==> src/cdps_pkg.sv <==
/*
  Shared constants and carrier types for the carrier detect / power save block.
  Assumes one 50 MHz clock and a synchronous active-high reset.
*/
package cdps_pkg;

  // Four strap settings, lowest pin voltage first
  typedef enum logic [1:0] {
    CDPS_LVL_L = 2'h0,
    CDPS_LVL_R = 2'h1,
    CDPS_LVL_F = 2'h2,
    CDPS_LVL_H = 2'h3
  } cdps_level_t;

  typedef enum logic [1:0] {
    CDPS_ST_SAVE  = 2'h0,
    CDPS_ST_ADAPT = 2'h1,
    CDPS_ST_LOCK  = 2'h2
  } cdps_state_t;

  // Three comparator outputs of one strap pin: above 0.2, 0.5, 0.8 of io_supply_rail
  typedef struct packed {
    logic above_high;
    logic above_mid;
    logic above_low;
  } cdps_cmp_t;

  localparam int CDPS_NUM_STRAPS = 4;
  localparam cdps_level_t CDPS_STRAP_RESET = CDPS_LVL_F;
  localparam logic CDPS_PRESENT_LOW_RESET = 1'b1;

  // Adaptation time limit, in microseconds, and its count at 50 MHz
  localparam int CDPS_CLK_MHZ = 50;
  localparam int CDPS_ADAPT_US = 5000;
  localparam int CDPS_ADAPT_CYCLES = CDPS_ADAPT_US * CDPS_CLK_MHZ;
  localparam int CDPS_CNT_W = 24;

endpackage

==> src/cdps_strap_decode.sv <==
/*
  Decodes one four-level strap pin from its three comparator outputs.
  Assumes comparator levels are synchronous to the clock.
*/
`timescale 1ns/100ps

module cdps_strap_decode (
  input wire logic clock,
  input wire logic sys_rst,
  input wire logic clk_en,
  input wire cdps_pkg::cdps_cmp_t cmp,
  output cdps_pkg::cdps_level_t level
);

  cdps_pkg::cdps_level_t level_reg;
  cdps_pkg::cdps_level_t level_next;

  // -------------------------------------------------------------
  // Thermometer to level
  // -------------------------------------------------------------
  always_comb begin
    // Inconsistent codes resolve to the highest boundary crossed
    if (cmp.above_high) begin
      level_next = cdps_pkg::CDPS_LVL_H;
    end else if (cmp.above_mid) begin
      level_next = cdps_pkg::CDPS_LVL_F;
    end else if (cmp.above_low) begin
      level_next = cdps_pkg::CDPS_LVL_R;
    end else begin
      level_next = cdps_pkg::CDPS_LVL_L;
    end
  end

  always_ff @(posedge clock) begin
    if (sys_rst) begin
      level_reg <= cdps_pkg::CDPS_STRAP_RESET;
    end else if (clk_en) begin
      level_reg <= level_next;
    end
  end

  assign level = level_reg;

endmodule

==> src/cdps_top.sv <==
/*
  Carrier detect sequencing, power save control and strap decoding.
  Assumes the analog carrier comparator and equalizer adapt-done are
  synchronous to the clock; the equalizer obeys its power-down level.
*/
`timescale 1ns/100ps

// Contract
// - Strap pin decodes to four levels
// - Open strap pin decodes as second-highest
// - Carrier starts adaptation; present after done
// - No carrier: equalizer down, present high
// - Enter power save automatically without carrier
// - Leave power save automatically on carrier
module cdps_top #(
  parameter int NUM_STRAPS = cdps_pkg::CDPS_NUM_STRAPS,
  parameter int ADAPT_CYCLES = cdps_pkg::CDPS_ADAPT_CYCLES
) (
  input wire logic clock,
  input wire logic sys_rst,
  input wire logic clk_en,
  input wire logic carrier_above,
  input wire logic adapt_done,
  input wire cdps_pkg::cdps_cmp_t [NUM_STRAPS-1:0] strap_cmp,
  output cdps_pkg::cdps_level_t [NUM_STRAPS-1:0] strap_level,
  output logic carrier_present_low,
  output logic adapt_start,
  output logic eq_power_down,
  output logic power_save,
  output logic adapt_timeout
);

  // -------------------------------------------------------------
  // Strap decoders
  // -------------------------------------------------------------
  for (genvar i = 0; i < NUM_STRAPS; i++) begin : g_strap
    cdps_strap_decode u_dec (
      .clock(clock),
      .sys_rst(sys_rst),
      .clk_en(clk_en),
      .cmp(strap_cmp[i]),
      .level(strap_level[i])
    );
  end

  // -------------------------------------------------------------
  // Carrier sequencer
  // -------------------------------------------------------------
  localparam logic [cdps_pkg::CDPS_CNT_W-1:0] ADAPT_LIMIT =
    cdps_pkg::CDPS_CNT_W'(ADAPT_CYCLES - 1);

  cdps_pkg::cdps_state_t state_reg;
  cdps_pkg::cdps_state_t state_next;
  logic [cdps_pkg::CDPS_CNT_W-1:0] cnt_reg;
  logic [cdps_pkg::CDPS_CNT_W-1:0] cnt_next;
  logic present_low_reg;
  logic present_low_next;
  logic start_reg;
  logic start_next;
  logic pd_reg;
  logic pd_next;
  logic save_reg;
  logic save_next;
  logic tmo_reg;
  logic tmo_next;

  always_comb begin
    state_next = state_reg;
    cnt_next = cnt_reg;
    start_next = 1'b0;
    tmo_next = 1'b0;
    unique case (state_reg)
      cdps_pkg::CDPS_ST_SAVE: begin
        cnt_next = '0;
        if (carrier_above) begin
          state_next = cdps_pkg::CDPS_ST_ADAPT;
          start_next = 1'b1;
        end
      end
      cdps_pkg::CDPS_ST_ADAPT: begin
        if (!carrier_above) begin
          state_next = cdps_pkg::CDPS_ST_SAVE;
        end else if (adapt_done) begin
          state_next = cdps_pkg::CDPS_ST_LOCK;
        end else if (cnt_reg == ADAPT_LIMIT) begin
          // Overlong adapt is flagged but never forces presence
          tmo_next = 1'b1;
          cnt_next = '0;
        end else begin
          cnt_next = cnt_reg + 1'b1;
        end
      end
      cdps_pkg::CDPS_ST_LOCK: begin
        if (!carrier_above) begin
          state_next = cdps_pkg::CDPS_ST_SAVE;
        end
      end
      default: begin
        state_next = cdps_pkg::CDPS_ST_SAVE;
      end
    endcase
    // Outputs follow the next state so they land with it
    present_low_next = (state_next != cdps_pkg::CDPS_ST_LOCK);
    pd_next = (state_next == cdps_pkg::CDPS_ST_SAVE);
    save_next = (state_next == cdps_pkg::CDPS_ST_SAVE);
  end

  always_ff @(posedge clock) begin
    if (sys_rst) begin
      state_reg <= cdps_pkg::CDPS_ST_SAVE;
      cnt_reg <= '0;
      present_low_reg <= cdps_pkg::CDPS_PRESENT_LOW_RESET;
      start_reg <= 1'b0;
      pd_reg <= 1'b1;
      save_reg <= 1'b1;
      tmo_reg <= 1'b0;
    end else if (clk_en) begin
      state_reg <= state_next;
      cnt_reg <= cnt_next;
      present_low_reg <= present_low_next;
      start_reg <= start_next;
      pd_reg <= pd_next;
      save_reg <= save_next;
      tmo_reg <= tmo_next;
    end
  end

  assign carrier_present_low = present_low_reg;
  assign adapt_start = start_reg;
  assign eq_power_down = pd_reg;
  assign power_save = save_reg;
  assign adapt_timeout = tmo_reg;

endmodule

==> config.mk <==
export PLATFORM = sky130hd
export DESIGN_NAME = cdps_top
export DESIGN_NICKNAME = d
export VERILOG_FILES = /design/src/cdps_pkg.sv /design/src/cdps_strap_decode.sv /design/src/cdps_top.sv
export SDC_FILE = /design/constraint.sdc
export NUM_CORES = 1
export LEC_CHECK = 0
export BUFFER_PORTS_ARGS = -buffer_cell sky130_fd_sc_hd__buf_2
export CAP_MARGIN = 20
export CORE_ASPECT_RATIO = 0.5
export CORE_MARGIN = 3
export CORE_UTILIZATION = 55
export DETAILED_ROUTE_END_ITERATION = 7
export HOLD_SLACK_MARGIN = 0.12
export PLACE_DENSITY = 0.85
export SYNTH_ARGS = -nofsm -noshare
export SYNTH_HDL_FRONTEND = slang
export SYNTH_SLANG_ARGS = --single-unit
export TNS_END_PERCENT = 100
==> constraint.sdc <==
create_clock -name clock -period 2 [get_ports clock]
set_input_delay 0.4 -clock clock [delete_from_list [all_inputs] [get_ports clock]]
set_output_delay 0.4 -clock clock [all_outputs]
set_load 0.05 [all_outputs]
==> out/metrics.cfg <==
[cells_and_area]
flow.area_growth_from_synthesis_pct = 15.47
largest_register_ffs = 24
fin_nets = 265
final_layout_size_suffix_gt1_frac = 0.2056
num_antenna_cells = 0
num-fill-cells = 236

[power_and_ir_drop]
p_per_area_mw_per_mm2 = 705.2
static-leakage-power_nw = 0.7984
irDropWorstVdd_mv = 0.4815

[outcome]
outcome = finished, final reports clean

[sta]
setup_repair_after_global_routing_missed_its_margin = no
slew_viol_final = 0
timing.setup.tns_ns = 0
min_period_over_period = 0.9004
hold_violations = 0
final_critical_path_setup_slack_ns = 0.1992
slew_headroom = 0.6052
max_slew.worst_pin.slew_ns = 0.5922
final.setup_skew_ns = 0.005296
final-setup-viol-count = 0
maximum_clock_frequency_ghz = 0.5553
post-route-min-period_ns = 1.801

[floorplan]
floorplan.die.height_um = 46.67
design.core.area_mm2 = 0.003083
fp.dieW_um = 87.34
initial_utilization = 0.5901
design.portCount = 30
die-area_mm2 = 0.004076
site_row_count = 14

[clock_tree]
cts-buffers-inserted = 5
post_cts.resized_instances = 0
clock_path_buffers = 2
cts_max_level = 2
path_clk_slew_ns = 0.07
cts_root_buf = sky130_fd_sc_hd__clkbuf_8
cts.hold.buffers_added = 0
clkSinkCount = 38
post-cts-setup-buffer-count = 0
tritoncts = built
clkLatencyLatePin_ns = 0.29

[critical_path]
timing.rr.end = cnt_reg[13]$_SDFFE_PP0P_
critical_path.endpoint = cnt_reg[13]$_SDFFE_PP0P_
worst_setup_path_end_kind = register
worst-endpoint-arrival_ns = 1.99
path_class = register to register
r2r.worst_path.cells = 7
critical_path_peak_fanout = 20
crit_required_ns = 2.19
regToRegSetupSlack_ns = 0.20
worstReg2RegStart = cnt_reg[1]$_SDFFE_PP0P_
critPathLaunchType = register
worst_setup_path_startpoint = cnt_reg[1]$_SDFFE_PP0P_

[placement]
gpl.final_weighted_congestion = 0.8253
dpl.hpwl_um = 2677
placement.io_buffers = 29
placement.setup.worst_slack_ns = 0.08289

[global_routing]
grt_pass1_vias = 1387
globalRouteOverflowTotal = 0
grt_use_total = 0.1984
grt_antenna_before_repair = 0
grt_first_pass_wirelength_um = 6134
grt_start_max_net_pins = 23

[min_path]
min-delay-path-class = input port to register

[detailed_routing]
drcViolationCount = 0
route.vias.total = 1604
dr.pass1.iters = 4
routed_wirelength_um = 3735
detailedRoute.firstIterationViolations = 115
route.detailed.vias_per_inst = 5.569
postRouteAntennaNets = 0
wire_per_inst_um = 12.97

[yosys]
synth.net_count = 234
syn-mean-instance-area_um2 = 8.422
syn-cell-area_mm2 = 0.001819
synth-main-ff-cell = sky130_fd_sc_hd__dfxtp_1
synth-async-reset-ratio = 0
ys_seq_elements = 38
ys_warn_count = 0
post_synthesis_cells = 216
synth_cell_type_count = 37
seq_area_frac_synth = 0.4182
synth_enable_flop_cells = 0

[run]
cap_violations = 0

==> cells by family (layout without fill, tap and decap cells) <==
kind of cell	Yosys count	in the layout	share of synthesized area
AND/OR/NAND/NOR	115	115	0.3370
flip-flops	38	38	0.4182
AO/OA/AOI/OAI	26	26	0.09423
XOR/XNOR	20	20	0.09628
buffers and inverters	14	46	0.03645
multiplexers	2	2	0.01100
adder cells (fa/ha/maj)	1	1	0.006876
==> report_power, final <==
part | leakage [nW] | internal [mW] | total [mW] | switching [mW]
Clock | 0.0482 | 0.278 | 0.542 | 0.264
Sequential | 0.308 | 0.770 | 0.781 | 0.0108
Combinational | 0.442 | 0.0506 | 0.158 | 0.108
==> layout by cell type, fill, tap and decap left out, types with 2 or more instances in the layout <==
cell                        n
sky130_fd_sc_hd__buf_2     29
sky130_fd_sc_hd__xor2_1    16
sky130_fd_sc_hd__dfxtp_1   38
sky130_fd_sc_hd__nand4b_1   2
sky130_fd_sc_hd__nand2b_1  11
sky130_fd_sc_hd__clkbuf_8   6
sky130_fd_sc_hd__inv_1      5
sky130_fd_sc_hd__and4_1     2
sky130_fd_sc_hd__nand2_1   18
sky130_fd_sc_hd__a21oi_1   12
sky130_fd_sc_hd__o22ai_1    3
sky130_fd_sc_hd__mux2i_1    2
sky130_fd_sc_hd__nand2b_2   2
sky130_fd_sc_hd__o21ai_0    4
sky130_fd_sc_hd__buf_4      3
sky130_fd_sc_hd__nand3_1   14
sky130_fd_sc_hd__nor3b_1    2
sky130_fd_sc_hd__nor4_1     4
sky130_fd_sc_hd__nor3_1     6
sky130_fd_sc_hd__a211oi_1   2
sky130_fd_sc_hd__nor2_2     4
sky130_fd_sc_hd__nand4_1   10
sky130_fd_sc_hd__nor2_1    30
sky130_fd_sc_hd__xnor2_1    4
sky130_fd_sc_hd__and3_1     5
==> metrics by stage <==
stage	power [mW]	area, um^2	std cells	hold slack [ns]	utilization
floorplan	0.9094	1819	216	0.4745	-
global placement	0.9516	2009	280	0.4566	0.6518
detailed placement	0.9560	2009	280	0.4756	0.6518
CTS	1.490	2101	288	0.3463	0.6814
global route	1.536	2101	288	0.3573	0.6814
finish	1.482	2101	288	0.3508	0.6814
==> how the worst min path moves through the flow <==
stage                                from                                endpoint  slack, ns  depth (start not counted)
2_1_floorplan     cnt_reg[1]$_SDFFE_PP0P_                 cnt_reg[1]$_SDFFE_PP0P_       0.47                          2
3_3_place_gp   adapt_timeout$_SDFFE_PP0P_              adapt_timeout$_SDFFE_PP0P_       0.46                          2
3_5_place_dp   adapt_timeout$_SDFFE_PP0P_              adapt_timeout$_SDFFE_PP0P_       0.48                          2
4_1_cts                     strap_cmp[10]  g_strap[3].u_dec.level[1]$_SDFFE_PP1P_       0.35                          3
5_1_grt                     strap_cmp[10]  g_strap[3].u_dec.level[1]$_SDFFE_PP1P_       0.36                          3
6_report                     strap_cmp[7]  g_strap[2].u_dec.level[1]$_SDFFE_PP1P_       0.35                          3
==> area by class of cell <==
class / count / area [um^2] / share of cell area
multi-input cells: 164 / 992.2 / 0.4723
flip-flops and latches: 38 / 760.7 / 0.3621
repair buffers: 33 / 187.7 / 0.08934
clock buffers: 7 / 86.33 / 0.04110
well taps: 40 / 50.05 / 0.02382
inverters: 5 / 18.77 / 0.008934
clock inverters: 1 / 5.005 / 0.002382
==> routing by layer <==
metal	vias up	track usage	wire length, um
li1	805	-	-
met1	741	0.2388	1704
met2	48	0.3293	1723
met3	10	0.07321	238
met4	0	0.07645	68
met5	-	0	0
==> cell usage after synthesis, types with 5 or more instances <==
cell type                  count  share of area
sky130_fd_sc_hd__nand4_1      10          0.034
sky130_fd_sc_hd__nor2_1       30          0.062
sky130_fd_sc_hd__nor3_1        6          0.017
sky130_fd_sc_hd__xor2_1       16          0.077
sky130_fd_sc_hd__and3_1        5          0.017
sky130_fd_sc_hd__nand2_1      18          0.037
sky130_fd_sc_hd__dfxtp_1      38           0.42
sky130_fd_sc_hd__nand3_1      14          0.039
sky130_fd_sc_hd__nand2b_1     11          0.038
sky130_fd_sc_hd__a21oi_1      12          0.033
sky130_fd_sc_hd__clkbuf_1      5          0.010
sky130_fd_sc_hd__inv_1         5          0.010
==> worst max-delay path: stages, from the launching register on <==
cell	delay, ns
sky130_fd_sc_hd__dfxtp_1	0.42
sky130_fd_sc_hd__ha_1	0.24
sky130_fd_sc_hd__nand4_1	0.15
sky130_fd_sc_hd__nor2_1	0.17
sky130_fd_sc_hd__a21oi_1	0.19
sky130_fd_sc_hd__o21bai_1	0.26
sky130_fd_sc_hd__buf_12	0.20
sky130_fd_sc_hd__nor2_1	0.06
Note: power is estimated with default switching activity, not from simulation.
